### src/verilog/temp_limit_pkg.sv
// Purpose: shared constants for the temperature limit and status register block
// Assumes: register indices are the byte addresses seen by the bus protocol engine
// Notes: all fields are 8-bit registers; temperature words are 16-bit signed
`default_nettype none
package temp_limit_pkg;
	localparam int DATA_W = 8;
	localparam int TEMP_W = 16;
	localparam int ADDR_W = 8;
	localparam int FLAG_N = 4;

	// register indices
	localparam logic [ADDR_W-1:0] ADDR_IF_CFG = 8'h12;
	localparam logic [ADDR_W-1:0] ADDR_TS_CLEAR = 8'h13;
	localparam logic [ADDR_W-1:0] ADDR_IRQ_CFG = 8'h1B;
	localparam logic [ADDR_W-1:0] ADDR_CRIT_FLOOR_LO = 8'h22;
	localparam logic [ADDR_W-1:0] ADDR_CRIT_FLOOR_HI = 8'h23;
	localparam logic [ADDR_W-1:0] ADDR_DEV_STATUS = 8'h30;
	localparam logic [ADDR_W-1:0] ADDR_TEMP_LO = 8'h31;
	localparam logic [ADDR_W-1:0] ADDR_TEMP_HI = 8'h32;
	localparam logic [ADDR_W-1:0] ADDR_LIMIT_STATUS = 8'h33;
	localparam logic [ADDR_W-1:0] ADDR_ERR_STATUS = 8'h34;

	// field positions
	localparam int BIT_IBI_PENDING = 7;
	localparam int BIT_CRIT_LOW = 3;
	localparam int BIT_CRIT_HIGH = 2;
	localparam int BIT_LOW = 1;
	localparam int BIT_HIGH = 0;
	localparam int BIT_PEC = 1;
	localparam int BIT_PAR = 0;
	localparam int BIT_ERR_LOG_EN = 5;
	localparam int BIT_GLOBAL_CLEAR = 7;
	localparam int BIT_ERR_IRQ_EN = 4;

	// reset values
	localparam logic [DATA_W-1:0] BYTE_RST = 8'h00;
	localparam logic [TEMP_W-1:0] TEMP_RST = 16'h0000;
	localparam logic [FLAG_N-1:0] FLAGS_RST = 4'h0;

	// flags that trip when temperature is below their limit; the rest trip above
	localparam logic [FLAG_N-1:0] BELOW_MASK = 4'hA;
endpackage : temp_limit_pkg
`default_nettype wire

### src/verilog/temp_limit_status_regs.sv
// Purpose: register side of the temperature sensor: critical floor limit,
//   measured temperature, limit status, bus error log and pending interrupt flag
// Assumes: the bus protocol engine, the converter and the other limit registers
//   run on clk and hand over single-cycle strobes; no synchroniser is needed
// Notes: reads answer one cycle after the read strobe on rdData
`default_nettype none
`timescale 1ns/1ps
module temp_limit_status_regs
	import temp_limit_pkg::*;
#(
	parameter int TW = TEMP_W
) (
	// clock, reset, enable
	input wire logic clk,
	input wire logic resetn,
	input wire logic ce,
	// register access from the bus protocol engine
	input wire logic regWrite,
	input wire logic regRead,
	input wire logic [ADDR_W-1:0] regAddr,
	input wire logic [DATA_W-1:0] wrData,
	output logic [DATA_W-1:0] rdData,
	output logic rdValid,
	// conversion result
	input wire logic convDone,
	input wire logic [TW-1:0] convTemp,
	// limits held outside this block
	input wire logic [TW-1:0] ceilingLimit,
	input wire logic [TW-1:0] floorLimit,
	input wire logic [TW-1:0] critCeilingLimit,
	// bus protocol status
	input wire logic busReset,
	input wire logic pecEnable,
	input wire logic pecError,
	input wire logic parityDisable,
	input wire logic parityError,
	input wire logic twoWireMode,
	input wire logic commonCmd,
	input wire logic errIrqEnable,
	input wire logic ibiDone,
	// to the limit registers and the in-band interrupt engine
	output logic [TW-1:0] critFloorLimit,
	output logic errLogEnable,
	output logic ibiRequest
);

	////////////////////////////////////////////////////////////////////////////
	// register state
	logic [DATA_W-1:0] critFloorLo;
	logic [DATA_W-1:0] critFloorHi;
	logic [TW-1:0] measuredTemp;
	logic errLogEn;
	logic [FLAG_N-1:0] flagIrqEn;
	logic pecFlag;
	logic parFlag;
	logic pendingFlag;
	logic [DATA_W-1:0] readByte;
	logic readStrobe;

	logic [DATA_W-1:0] next_critFloorLo;
	logic [DATA_W-1:0] next_critFloorHi;
	logic [TW-1:0] next_measuredTemp;
	logic next_errLogEn;
	logic [FLAG_N-1:0] next_flagIrqEn;
	logic next_pecFlag;
	logic next_parFlag;
	logic next_pendingFlag;
	logic [DATA_W-1:0] next_readByte;
	logic next_readStrobe;

	////////////////////////////////////////////////////////////////////////////
	// decode
	logic wrIfCfg;
	logic wrTsClear;
	logic wrIrqCfg;
	logic globalClear;
	logic [FLAG_N-1:0] flagClear;
	logic [FLAG_N-1:0] flags;
	logic [FLAG_N-1:0] trips;
	logic [TW-1:0] limits [FLAG_N];
	logic pecLog;
	logic parLog;
	logic errClear;
	logic newEvent;

	always_comb begin
		wrIfCfg = regWrite && (regAddr == ADDR_IF_CFG);
		wrTsClear = regWrite && (regAddr == ADDR_TS_CLEAR);
		wrIrqCfg = regWrite && (regAddr == ADDR_IRQ_CFG);
		// the clear command bits never store; they act in the write cycle
		globalClear = wrIrqCfg && wrData[BIT_GLOBAL_CLEAR];
		flagClear = {FLAG_N{globalClear}};
		if (wrTsClear) begin
			flagClear = flagClear | wrData[FLAG_N-1:0];
		end
		limits[BIT_CRIT_LOW] = {critFloorHi, critFloorLo};
		limits[BIT_CRIT_HIGH] = critCeilingLimit;
		limits[BIT_LOW] = floorLimit;
		limits[BIT_HIGH] = ceilingLimit;
	end

	////////////////////////////////////////////////////////////////////////////
	// limit status flags, compared against the conversion as it lands
	genvar gi;
	generate
		for (gi = 0; gi < FLAG_N; gi++) begin : gFlag
			limit_flag #(
				.BELOW(BELOW_MASK[gi]),
				.WIDTH(TW)
			) uFlag (
				.clk(clk),
				.resetn(resetn),
				.ce(ce),
				.update(convDone),
				.temp(convTemp),
				.limit(limits[gi]),
				.clear(flagClear[gi]),
				.flag(flags[gi]),
				.trip(trips[gi])
			);
		end
	endgenerate

	////////////////////////////////////////////////////////////////////////////
	// error logging and the pending interrupt
	always_comb begin
		pecLog = pecError && errLogEn && pecEnable;
		parLog = parityError && ((errLogEn && !parityDisable) || (twoWireMode && commonCmd));
		errClear = globalClear || busReset;

		next_pecFlag = pecFlag;
		if (errClear) begin
			next_pecFlag = 1'b0;
		end
		if (pecLog) begin
			next_pecFlag = 1'b1;
		end

		next_parFlag = parFlag;
		if (errClear) begin
			next_parFlag = 1'b0;
		end
		if (parLog) begin
			next_parFlag = 1'b1;
		end

		// only fresh events raise a request, so a global clear drops old ones for good
		newEvent = errIrqEnable && (|(trips & flagIrqEn) || pecLog || parLog);
		next_pendingFlag = pendingFlag;
		if (globalClear || ibiDone) begin
			next_pendingFlag = 1'b0;
		end
		if (newEvent) begin
			next_pendingFlag = 1'b1;
		end
	end

	// error and pending flags hold while ce is low; strobes arriving then are dropped
	always_ff @(posedge clk or negedge resetn) begin
		if (!resetn) begin
			pecFlag <= 1'b0;
			parFlag <= 1'b0;
			pendingFlag <= 1'b0;
		end else if (ce) begin
			pecFlag <= next_pecFlag;
			parFlag <= next_parFlag;
			pendingFlag <= next_pendingFlag;
		end
	end

	////////////////////////////////////////////////////////////////////////////
	// writable registers and the conversion latch
	always_comb begin
		next_critFloorLo = critFloorLo;
		next_critFloorHi = critFloorHi;
		next_errLogEn = errLogEn;
		next_flagIrqEn = flagIrqEn;
		next_measuredTemp = measuredTemp;
		if (regWrite && (regAddr == ADDR_CRIT_FLOOR_LO)) begin
			next_critFloorLo = wrData;
		end
		if (regWrite && (regAddr == ADDR_CRIT_FLOOR_HI)) begin
			next_critFloorHi = wrData;
		end
		if (wrIfCfg) begin
			next_errLogEn = wrData[BIT_ERR_LOG_EN];
		end
		if (wrIrqCfg) begin
			// the error interrupt enable is owned by the protocol engine, not writable here
			next_flagIrqEn = wrData[FLAG_N-1:0];
		end
		if (convDone) begin
			next_measuredTemp = convTemp;
		end
	end

	// the floor bytes load one at a time; a conversion between the two writes sees a mixed pair
	always_ff @(posedge clk or negedge resetn) begin
		if (!resetn) begin
			critFloorLo <= BYTE_RST;
			critFloorHi <= BYTE_RST;
			measuredTemp <= TEMP_RST;
			errLogEn <= 1'b0;
			flagIrqEn <= FLAGS_RST;
		end else if (ce) begin
			critFloorLo <= next_critFloorLo;
			critFloorHi <= next_critFloorHi;
			measuredTemp <= next_measuredTemp;
			errLogEn <= next_errLogEn;
			flagIrqEn <= next_flagIrqEn;
		end
	end

	////////////////////////////////////////////////////////////////////////////
	// read mux; every unused or unmapped bit reads zero
	always_comb begin
		next_readByte = BYTE_RST;
		next_readStrobe = regRead;
		if (regRead) begin
			case (regAddr)
				ADDR_CRIT_FLOOR_LO: begin
					next_readByte = critFloorLo;
				end
				ADDR_CRIT_FLOOR_HI: begin
					next_readByte = critFloorHi;
				end
				ADDR_DEV_STATUS: begin
					next_readByte[BIT_IBI_PENDING] = pendingFlag;
				end
				ADDR_TEMP_LO: begin
					next_readByte = measuredTemp[DATA_W-1:0];
				end
				ADDR_TEMP_HI: begin
					next_readByte = measuredTemp[TW-1:DATA_W];
				end
				ADDR_LIMIT_STATUS: begin
					next_readByte[FLAG_N-1:0] = flags;
				end
				ADDR_ERR_STATUS: begin
					next_readByte[BIT_PEC] = pecFlag;
					next_readByte[BIT_PAR] = parFlag;
				end
				ADDR_IF_CFG: begin
					next_readByte[BIT_ERR_LOG_EN] = errLogEn;
				end
				ADDR_IRQ_CFG: begin
					next_readByte[BIT_ERR_IRQ_EN] = errIrqEnable;
					next_readByte[FLAG_N-1:0] = flagIrqEn;
				end
				default: begin
					// clear-command registers and unmapped indices read zero
					next_readByte = BYTE_RST;
				end
			endcase
		end
	end

	////////////////////////////////////////////////////////////////////////////
	// read answer register
	// the answer byte falls back to zero between reads so the engine never forwards a stale byte
	always_ff @(posedge clk or negedge resetn) begin
		if (!resetn) begin
			readByte <= BYTE_RST;
			readStrobe <= 1'b0;
		end else if (ce) begin
			readByte <= next_readByte;
			readStrobe <= next_readStrobe;
		end
	end

	////////////////////////////////////////////////////////////////////////////
	// outputs
	assign rdData = readByte;
	assign rdValid = readStrobe;
	assign critFloorLimit = {critFloorHi, critFloorLo};
	assign errLogEnable = errLogEn;
	assign ibiRequest = pendingFlag;

endmodule : temp_limit_status_regs
`default_nettype wire

### src/verilog/limit_flag.sv
// Purpose: one sticky limit-compare status flag
// Assumes: temperature and limit share the same signed 16-bit format
// Notes: a new trip in the cycle of a clear wins over the clear
`default_nettype none
`timescale 1ns/1ps
module limit_flag
	import temp_limit_pkg::*;
#(
	parameter bit BELOW = 1'b0,
	parameter int WIDTH = TEMP_W
) (
	// clock and reset
	input wire logic clk,
	input wire logic resetn,
	input wire logic ce,
	// compare inputs
	input wire logic update,
	input wire logic [WIDTH-1:0] temp,
	input wire logic [WIDTH-1:0] limit,
	input wire logic clear,
	// status
	output logic flag,
	output logic trip
);
	logic next_flag;
	logic beyond;

	always_comb begin
		if (BELOW) begin
			beyond = $signed(temp) < $signed(limit);
		end else begin
			beyond = $signed(temp) > $signed(limit);
		end
		trip = update && beyond;
		next_flag = flag;
		if (clear) begin
			next_flag = 1'b0;
		end
		if (trip) begin
			next_flag = 1'b1;
		end
	end

	always_ff @(posedge clk or negedge resetn) begin
		if (!resetn) begin
			flag <= 1'b0;
		end else if (ce) begin
			flag <= next_flag;
		end
	end
endmodule : limit_flag
`default_nettype wire

### config.mk
export PLATFORM = sky130hd
export DESIGN_NAME = temp_limit_status_regs
export DESIGN_NICKNAME = d
export VERILOG_FILES = /design/src/verilog/temp_limit_pkg.sv /design/src/verilog/temp_limit_status_regs.sv /design/src/verilog/limit_flag.sv
export SDC_FILE = /design/constraint.sdc
export NUM_CORES = 1
export LEC_CHECK = 0
export BUFFER_PORTS_ARGS = -buffer_cell sky130_fd_sc_hd__buf_2
export CELL_PAD_IN_SITES_DETAIL_PLACEMENT = 1
export CELL_PAD_IN_SITES_GLOBAL_PLACEMENT = 2
export CORE_MARGIN = 4
export CORE_UTILIZATION = 30
export CTS_CLUSTER_SIZE = 12
export DETAILED_ROUTE_END_ITERATION = 10
export PLACE_DENSITY = 0.78
export SLEW_MARGIN = 10
export SYNTH_ARGS = -nofsm -noshare
export SYNTH_HDL_FRONTEND = slang
export SYNTH_SLANG_ARGS = --single-unit
### constraint.sdc
create_clock -name clk -period 4.04 [get_ports clk]
set_input_delay 0.808 -clock clk [delete_from_list [all_inputs] [get_ports clk]]
set_output_delay 0.808 -clock clk [all_outputs]
set_load 0.02 [all_outputs]
==> results.md, run 1 <==
- Largest net degree at the start of global routing: 33
- Peak supply drop: 160 µV
- Worst Setup EP: ibiRequest$_DFFE_PN0P_
- Die width: 124 µm
- Max-slew headroom: 43.2%
- Synth Warn #: 0
- Core ar.: 0.0132 mm²
- Final ANT Viol Nets: 0
- Vias: between 3000 and 4000
- Share of cells above drive strength 1: 32.2%
- Drt via density: 5.19
- # clock sinks: 53
- Critical R2R Capture: ibiRequest$_DFFE_PN0P_
- Crit-path max FO: 5
- Final Hold Slack: 0.475 ns
- RSZ-0062 raised after global routing: no
- Post CTS Setup Buffer Count: 0
- CTS tree: yes
- Routed len/inst: 19.6 µm
- Crit path kind: in -> reg
- Synth async-reset ratio: 100%
- CP Launch Type: input pin
- Worst Path Arrival: 2.88 ns
- TritonRoute pass-1 iters: 6
- Mean area per synthesized cell: 9.56 µm²
- Layout net count: 703
- Post-DP HPWL: 12.0 mm
- Initial core utilization: 30.7%
- Final worst path period need: 2.70 ns
- PortBufs: 121
- Part of the cycle the worst path needs: 66.8%
- Clk root buf: clkbuf_16
- Power, Total: between 1 and 1.5 mW
- Post-Synthesis Cells: 425
- Cts bufs inserted: 5
- Gpl congestion: approximately 0.9
- Post-synth cell types: 51
- HP Class: in -> async
- Status: finished, final reports clean
- DRT iter0 DRCs: 119
- Peak Freq: approximately 0.37 GHz
- CP Capture Type: flip-flop
- Ys flop type: dfrtp_1
- Grt ovf: 0
- Longest Clk Path Bufs: 2
- Die ar.: approximately 0.015 mm²
- Total track usage: 18.4%
- Worst-margin pin slew: 0.849 ns
- Post-cts sizing count: 0
- Pleak: 2.60 nW
- Critical path required time: ~4.2 ns
- Top cell type by total area after synthesis: dfrtp_1
- R2R Setup Slk: 1.68 ns
- Drt drc: 0
- PD cells: between 200 and 300 mW/mm²
- Worst skew pair latency: 0.30 ns
- Max Cap Violations: 0
- Worst-case reg-to-reg path depth: 9
- Hold Buf Count CTS: 0
- Max-slew violation count: 0
- H-Tree Depth: 2
- Top Ports: ~120
- Cell Rows: 42
- Critical R2R Launch: critFloorHi[1]$_DFFE_PN0P_
- Setup TNS: 0 ns
- Vias in the first global route: roughly 4200
- Global-route wire length before repair: 22.8 mm
- Non-Filler Instances: between 700 and 800
- Initial antenna violation count: 0
- Number of cells after detailed placement: between 700 and 800
- Final-report hold violation count: 0
- Synth area leaders: dfrtp_1 (33%), ha_1 (19%), mux2_2 (10%)
- Area Overhead vs Synth: 23.5%
- #FFs+latches synth: 53
- Post-synth EDFFs: 0
- Die height: 124 µm
- Final setup violation count: 0
- Synthesized cell area: 0.00406 mm²
- # fillers: 1600
- Antenna cell count: 0
- Reg clk slew, reported paths: ~0.07 ns
- Syn Nets: between 500 and 600
- Top cell type's share of synthesized area: between 30% and 40%
- Clock Skew: 0.00567 ns
- Seq/Total Area, Yosys: 32.6%
- Critical path launch point: convTemp[15]
- Detailed-route wire length: 14.2 mm
-- cell usage after synthesis, types with 2 or more instances --
cell type and count:
inv_1 69, ha_1 62, dfrtp_1 53, mux2_2 37, nand2_1 25, a21oi_1 23, nor2_1 13, nand3_1 12
nand4_1 12, a21o_1 11, o21ai_0 11, a22o_1 8, a22oi_1 7, a222oi_1 6, a31oi_1 5, clkbuf_1 5
nor2b_1 5, a211oi_1 4, buf_4 4, nand2b_1 4, nor3_1 4, o211ai_1 4, a2111oi_0 3, and3_1 3
nor4_1 3, a221oi_1 2, and4_1 2, mux2i_1 2, nor3_2 2, o21a_1 2, o2bb2ai_1 2
-- flip-flops by register name, summed over array words and instances (netlist names), 4 cells and up --
signal,flops
critFloorLo,8
gFlag.uFlag.flag,4
flagIrqEn,4
measuredTemp,16
critFloorHi,8
rdData,8
-- worst max-delay path, cell delays in order --
cell,delay [ns]
buf_2,0.14
ha_1,0.35
nand4_1,0.17
or4_1,0.62
a21oi_1,0.16
a311oi_1,0.08
o22a_1,0.26
a32oi_1,0.21
o22ai_1,0.10
-- cell usage in the layout, fill, tap and decap left out, types with 2 or more instances in the layout --
cell type  instances
buf_2            121
inv_1             69
ha_1              62
dfrtp_1           53
mux2_2            37
nand2_1           25
a21oi_1           23
nor2_1            13
nand3_1           12
nand4_1           12
o21ai_0           11
a21o_1            11
a22o_1             8
a22oi_1            7
a222oi_1           6
nor2b_1            5
a31oi_1            5
clkbuf_16          5
nand2b_1           4
nor3_1             4
a211oi_1           4
o211ai_1           4
and3_1             3
nor4_1             3
a2111oi_0          3
buf_4              3
nor3_2             2
and4_1             2
mux2i_1            2
a221oi_1           2
o2bb2ai_1          2
o21a_1             2
clkbuf_8           2
-- stage by stage --
step	setup slack (ns)	utilization, %	area [µm²]
CTS	1.33	37.9	5020
detailed placement	1.02	36.7	4860
global placement	1.09	36.7	4860
finish	1.34	37.9	5020
global route	1.16	37.9	5020
floorplan	1.44	-	4060
-- kinds of logic (layout without fill, tap and decap cells) --
family / after synthesis / after routing / synth area share (%)
compound gates: 101 / 101 / 17.8
simple gates: 91 / 91 / 12.0
buf+inv: 79 / 201 / 7.70
fa+ha+maj: 62 / 62 / 19.1
flops: 53 / 53 / 32.6
mux: 39 / 39 / 10.7
-- report_power, final --
group          internal [mW]  switching, mW  total [mW]  leakage [nW]
registers              0.563         0.0285       0.592         0.680
logic                  0.134          0.167       0.301          1.84
clock network          0.266          0.198       0.464        0.0805
-- cell type report --
class / instances / area (µm²) / share of cell area, %
multi-input cells: 293 / 2420 / 48.3
flip-flops and latches: 53 / 1330 / 26.4
repair buffers: 124 / 628 / 12.5
inverters: 69 / 259 / 5.16
well taps: 176 / 220 / 4.39
clock buffers: 7 / 153 / 3.04
clock inverters: 1 / 8.76 / 0.175
-- worst min path at each step --
stage	from	to	cells past startpoint
final	resetn	parFlag$_DFFE_PN0P_	1
after global routing	rdData[7]$_DFFE_PN0P_	rdData[7]$_DFFE_PN0P_	1
after CTS	resetn	critFloorLo[3]$_DFFE_PN0P_	1
after detailed placement	rdData[7]$_DFFE_PN0P_	rdData[7]$_DFFE_PN0P_	1
after global placement	rdData[7]$_DFFE_PN0P_	rdData[7]$_DFFE_PN0P_	1
after floorplan	measuredTemp[0]$_DFFE_PN0P_	measuredTemp[0]$_DFFE_PN0P_	2
-- per-layer routing --
| layer | vias up | wire, µm | track usage [%] |
|---|---|---|---|
| met4 | 0 | 258 | 4.90 |
| li1 | 1797 | - | - |
| met5 | - | 0 | 0 |
| met2 | 134 | 6660 | 30.3 |
| met1 | 1805 | 6450 | 24.8 |
| met3 | 16 | 825 | 3.47 |
(Power assumes the default switching activity.)
==> inputs of run 2 (changes only) <==
--- a/config.mk
+++ b/config.mk
@@ -9,10 +9,10 @@
 export CELL_PAD_IN_SITES_DETAIL_PLACEMENT = 1
 export CELL_PAD_IN_SITES_GLOBAL_PLACEMENT = 2
 export CORE_MARGIN = 4
-export CORE_UTILIZATION = 30
+export CORE_UTILIZATION = 28
 export CTS_CLUSTER_SIZE = 12
 export DETAILED_ROUTE_END_ITERATION = 10
-export PLACE_DENSITY = 0.78
+export PLACE_DENSITY = 0.77
 export SLEW_MARGIN = 10
 export SYNTH_ARGS = -nofsm -noshare
 export SYNTH_HDL_FRONTEND = slang
==> constraint.sdc (replaced) <==
create_clock -name clk -period 2.3 [get_ports clk]
set_input_delay 0.46 -clock clk [delete_from_list [all_inputs] [get_ports clk]]
set_output_delay 0.46 -clock clk [all_outputs]
set_load 0.02 [all_outputs]
==> run 2 against run 1 <==
Net effect: total power is 87% higher; combinational power grew 110%; global-route usage shrank 0.26 points; critical path depth fell by 1; register-to-register slack got worse by 1.6 ns; critical endpoint unchanged.
==> results.md, run 2 (synthesis results as in run 1) <==
- CTS tree: yes
- Peak supply drop: 249 µV (+56%)
- Final Util: 39.5% (+1.6 points)
- Power, Total: 2.54 mW (+87%)
- CP max stage cell: mux2_2
- Part of the cycle the worst path needs: 94.9%
- Cts bufs inserted: 5 (unchanged)
- Worst-margin pin slew: 0.606 ns (-0.243 ns)
- Status: finished, final reports clean
- Crit path cell chain: buf_2 > ha_1 > a2111oi_4 > nor4_4 > a211oi_1 > mux2_2 > o221a_1 > o22ai_1
- FF/Latch Area: 0.00133 mm² (unchanged)
- Initial antenna violation count: 0 (unchanged)
- Worst skew pair latency: 0.29 ns (about the same)
- Post-DP HPWL: 12.7 mm (+5.5%)
- Clock Skew: 0.00339 ns (-0.00228 ns)
- Most common cell after layout, fill and taps aside: buf_2
- Detailed-route wire length: 14.7 mm (+3.6%)
- Max-slew violation count: 0 (unchanged)
- Layout net count: 760 (+8.1%)
- CP Launch Type: input pin
- Final ANT Viol Nets: 0 (unchanged)
- DRT iter0 DRCs: 210 (+76%)
- Core ar.: 0.0140 mm² (+6.0%)
- # fillers: 1666 (+4.1%)
- Global-route wire length before repair: 23.6 mm (+3.2%)
- Critical path required time: 2.52 ns (-1.70 ns)
- Final worst path period need: 2.18 ns
- Vias in the first global route: 4424 (+6.1%)
- Peak Freq: 0.458 GHz
- Cell Rows: 43 (+2.4%)
- Max-slew headroom: 58.5% (+15 points)
- Number of cells after detailed placement: 774 (+8.3%)
- Worst Path Arrival: 2.40 ns (-0.48 ns)
- TritonRoute pass-1 iters: 4 (-2)
- Setup TNS: 0 ns (unchanged)
- Routed len/inst: 18.8 µm (-4.4%)
- HP Class: in -> async
- Gpl congestion: 0.890 (-0.67%)
- Multi-input combinational cell area: 0.00248 mm² (+2.4%)
- Largest net degree at the start of global routing: 32 (-3.0%)
- Final setup violation count: 0 (unchanged)
- Grt ovf: 0 (unchanged)
- Die height: 128 µm (+3.3%)
- CP top delay family: compound AO/OA/AOI/OAI gates
- Antenna cell count: 0 (unchanged)
- H-Tree Depth: 2 (unchanged)
- Share of cells above drive strength 1: 39.4% (+7.2 points)
- Total track usage: 18.2% (-0.26 points)
- Reg clk slew, reported paths: 0.07 ns (about the same)
- Max FFs per register: 16 (unchanged)
- Non-Filler Instances: 784 (+8.4%)
- Top reg by flops: measuredTemp
- Initial core utilization: 28.9% (-1.7 points)
- Top Ports: 122 (unchanged)
- Slowest cell delay on critical path: 0.41 ns (-0.21 ns)
- Vias: 3959 (+5.5%)
- Area Overhead vs Synth: 36.5%
- CP Capture Type: flip-flop
- PD cells: 458 mW/mm² (+69%)
- Drt via density: 5.05 (-2.7%)
- Drt drc: 0 (unchanged)
- Clk root buf: clkbuf_16
- PortBufs: 121 (unchanged)
- Max Cap Violations: 0 (unchanged)
- # clock sinks: 53 (unchanged)
- Crit path buf inv count: 1 (unchanged)
- Final-report hold violation count: 0 (unchanged)
- Most frequent cells in the layout: buf_2 (121), inv_1 (69), ha_1 (61)
- Longest Clk Path Bufs: 2 (unchanged)
- Pleak: 2.90 nW (+11%)
- Die ar.: 0.0165 mm² (+6.7%)
- Die width: 128 µm (+3.3%)
- Crit path kind: in -> reg
- Crit-path max FO: 2 (-3)
run 2: final cells by class:
cell class / instances / share of cell area (%)
clock buffer: 7 / 2.57
timing repair buffer: 181 / 19.5
sequential: 53 / 23.9
multi-input combinational: 293 / 44.8
tap: 180 / 4.06
clock inverter: 1 / 0.541
inverter: 69 / 4.67
run 2: per-layer routing:
metal  share of wire (%)  global-route usage, %  up-vias
li1                    -                      -     1908
met1                  45                   23.9     1897
met2                  47                   30.9      134
met3                 5.8                   3.03       20
met4                 1.8                   4.74        0
met5                   0                      0        -
run 2: power breakdown:
group          total, mW  internal, mW  leakage, nW  switching, mW
clock network      0.885         0.545       0.0841          0.340
logic              0.621         0.301         2.14          0.321
registers           1.04         0.989        0.680         0.0465
total               2.54          1.83         2.90          0.707
run 2: per-stage QoR:
step	setup WS (ns)	hold WS, ns	cell area, µm²
5_1_grt	-0.00267	0.199	5550
2_1_floorplan	0.0496	0.164	4060
3_5_place_dp	-0.292	0.470	5300
6_report	0.118	0.169	5550
4_1_cts	0.0208	0.176	5470
3_3_place_gp	-0.210	0.465	5300
run 2: worst paths after layout:
kind	end	slack [ns]	cells after the start	from
max in group asynchronous	measuredTemp[10]$_DFFE_PN0P_	1.55	2	resetn
max	ibiRequest$_DFFE_PN0P_	0.12	8	convTemp[1]
min	rdData[5]$_DFFE_PN0P_	0.17	1	resetn
min in group clk	critFloorLo[6]$_DFFE_PN0P_	0.41	2	wrData[6]
max reg2reg	ibiRequest$_DFFE_PN0P_	0.12	9	critFloorHi[1]$_DFFE_PN0P_
min reg2reg	rdData[5]$_DFFE_PN0P_	0.48	1	rdData[5]$_DFFE_PN0P_
run 2: repair_timing:
action	4_1_cts	5_1_grt
endpoints found under the setup margin	0	1
gates resized for setup	0	10
buffers inserted	0	2
hold buffers	0	0
==> inputs of run 3 (changes only) <==
--- a/config.mk
+++ b/config.mk
@@ -8,7 +8,6 @@
 export BUFFER_PORTS_ARGS = -buffer_cell sky130_fd_sc_hd__buf_2
 export CELL_PAD_IN_SITES_DETAIL_PLACEMENT = 1
 export CELL_PAD_IN_SITES_GLOBAL_PLACEMENT = 2
-export CORE_MARGIN = 4
 export CORE_UTILIZATION = 28
 export CTS_CLUSTER_SIZE = 12
 export DETAILED_ROUTE_END_ITERATION = 10
==> run 3 against run 2 <==
Net effect: fmax down 3.6%; register-to-register slack worse by 0.05 ns; clock skew is 0.0060 ns higher; die area shrank 9.1%; critical path type unchanged; largest cell class unchanged; highest routed layer unchanged.
==> results.md, run 3 (synthesis results as in run 1) <==
- Grt ovf: 0 (unchanged)
- Crit-path max FO: 4 (+2)
- Power, Total: 2.65 mW (+4.4%)
- Worst-margin pin slew: 0.622 ns (+0.0161 ns)
- Post-DP HPWL: 12.4 mm (-2.0%)
- Area Overhead vs Synth: 37.3%
- Worst-case reg-to-reg path depth: 7 (-2)
- Critical R2R Launch: critFloorHi[5]$_DFFE_PN0P_
- Final-report hold violation count: 0 (unchanged)
- Reg clk slew, reported paths: 0.08 ns (about the same)
- H-Tree Depth: 2 (unchanged)
- Die width: 122 µm (-4.7%)
- Clock Skew: 0.00940 ns (+0.00601 ns)
- Total track usage: 20.3% (+2.1 points)
- Max Cap Violations: 0 (unchanged)
- Die ar.: 0.0150 mm² (-9.1%)
- Non-Filler Instances: 789 (+0.64%)
- Max-slew violation count: 0 (unchanged)
- Drt via density: 5.06 (+0.24%)
- Layout net count: 765 (+0.66%)
- Top reg by flops: measuredTemp
- Number of cells after detailed placement: 780 (+0.78%)
- Worst Setup EP: ibiRequest$_DFFE_PN0P_
- Largest net degree at the start of global routing: 32 (unchanged)
- HP Class: in -> async
- Post-route cell area: 0.00558 mm² (+0.56%)
- Longest Clk Path Bufs: 2 (unchanged)
- Die height: 122 µm (-4.7%)
- CTS tree: yes
- Final Hold Slack: 0.152 ns (-0.0177 ns)
- Final worst path period need: 2.26 ns (+0.0824 ns)
- R2R Setup Slk: 0.07 ns (-0.05 ns)
- Initial core utilization: 28.9% (unchanged)
- Top Ports: 122 (unchanged)
- Crit path kind: in -> reg
- Worst skew pair latency: 0.30 ns (about the same)
- # clock sinks: 53 (unchanged)
- Vias in the first global route: 4468 (+0.99%)
- Antenna cell count: 0 (unchanged)
- Peak Freq: 0.442 GHz (-3.6%)
- Status: finished, final reports clean
- Drt drc: 0 (unchanged)
- PortBufs: 121 (unchanged)
- Final WS setup: 0.0360 ns (-0.0824 ns)
- Max-slew headroom: 57.4% (-1.1 points)
- Pleak: 2.93 nW (+0.91%)
- Global-route wire length before repair: 23.2 mm (-1.6%)
- Setup TNS: 0 ns (unchanged)
- Cts bufs inserted: 5 (unchanged)
- Clk root buf: clkbuf_16
- TritonRoute pass-1 iters: 4 (unchanged)
- Worst slack, placed: -0.343 ns (-0.0511 ns)
- Final setup violation count: 0 (unchanged)
- Max FFs per register: 16 (unchanged)
- Share of cells above drive strength 1: 40.2% (+0.83 points)
- Peak supply drop: 327 µV (+31%)
- RSZ-0062 raised after global routing: yes
- Critical path required time: 2.52 ns (about the same)
- Worst Path Arrival: 2.49 ns (+0.09 ns)
- Detailed-route wire length: 14.6 mm (-0.53%)
- Core ar.: 0.0140 mm² (unchanged)
- Critical path launch point: convTemp[13]
- Placed cell areas: 0.00533 mm² (+0.61%)
- Critical R2R Capture: ibiRequest$_DFFE_PN0P_
- Gpl congestion: 0.829 (-6.9%)
- # fillers: 1679 (+0.78%)
- Vias: 3994 (+0.88%)
- Final ANT Viol Nets: 0 (unchanged)
- Cell Rows: 43 (unchanged)
- DRT iter0 DRCs: 178 (-15%)
- Final Util: 39.7% (+0.22 points)
- CP Launch Type: input pin
- Most frequent cells in the layout: buf_2 (121), inv_1 (69), buf_4 (64)
- Most common cell after layout, fill and taps aside: buf_2
- Part of the cycle the worst path needs: 98.4% (+3.6 points)
- CP Capture Type: flip-flop
- PD cells: 476 mW/mm² (+3.8%)
- Initial antenna violation count: 0 (unchanged)
- Routed len/inst: 18.6 µm (-1.2%)
[run 3: cell count changes in the layout (fill, tap and decap cells not counted), sizes merged]
| cell | change |
|---|---|
| buf | +5 |
| bufinv | +1 |
| clkbuf | -2 |
| inv | +1 |
[run 3: worst min path at each step]
stage | startpoint | end | cells after the start
after CTS | resetn | rdData[4]$_DFFE_PN0P_ | 1
after global placement | rdData[7]$_DFFE_PN0P_ | rdData[7]$_DFFE_PN0P_ | 1
after global routing | resetn | rdData[4]$_DFFE_PN0P_ | 1
after floorplan | resetn | critFloorHi[0]$_DFFE_PN0P_ | 0
after detailed placement | rdData[5]$_DFFE_PN0P_ | rdData[5]$_DFFE_PN0P_ | 1
final | resetn | rdData[4]$_DFFE_PN0P_ | 1
[run 3: per-layer routing]
layer | vias up | GRT usage, % | wire length, µm
met1 | 1924 | 26.1 | 6590
met3 | 18 | 2.37 | 738
met5 | - | 0 | 0
met4 | 0 | 5.87 | 283
met2 | 131 | 35.3 | 7030
li1 | 1921 | - | -
[run 3: what timing repair did]
action                                  CTS  global route
setup buffers                             1             0
endpoints found under the setup margin    1             1
gates resized for setup                   3             5
pin swaps                                 2             3
hold buffers                              0             0
hold endpoints to repair                  0             0
[run 3: layout make-up]
class	instances	area, µm²	area share, %
Clock inverter	3	68.8	1.23
Timing Repair Buffer	186	1110	19.8
Clock buffer	5	125	2.24
Sequential cell	53	1330	23.8
Multi-Input combinational cell	293	2470	44.2
Tap cell	180	225	4.04
Inverter	69	259	4.64
[run 3: worst max-delay path, cell delays in order]
cell	delay (ns)
buf_2	0.12
buf_4	0.14
ha_1	0.31
a21o_1	0.19
a2111oi_0	0.61
o21ai_0	0.25
o221a_1	0.27
o22ai_1	0.14
[run 3: power breakdown]
part | internal, mW | switching, mW
clock network | 0.629 | 0.369
logic | 0.301 | 0.320
registers | 0.989 | 0.0480
total | 1.92 | 0.736
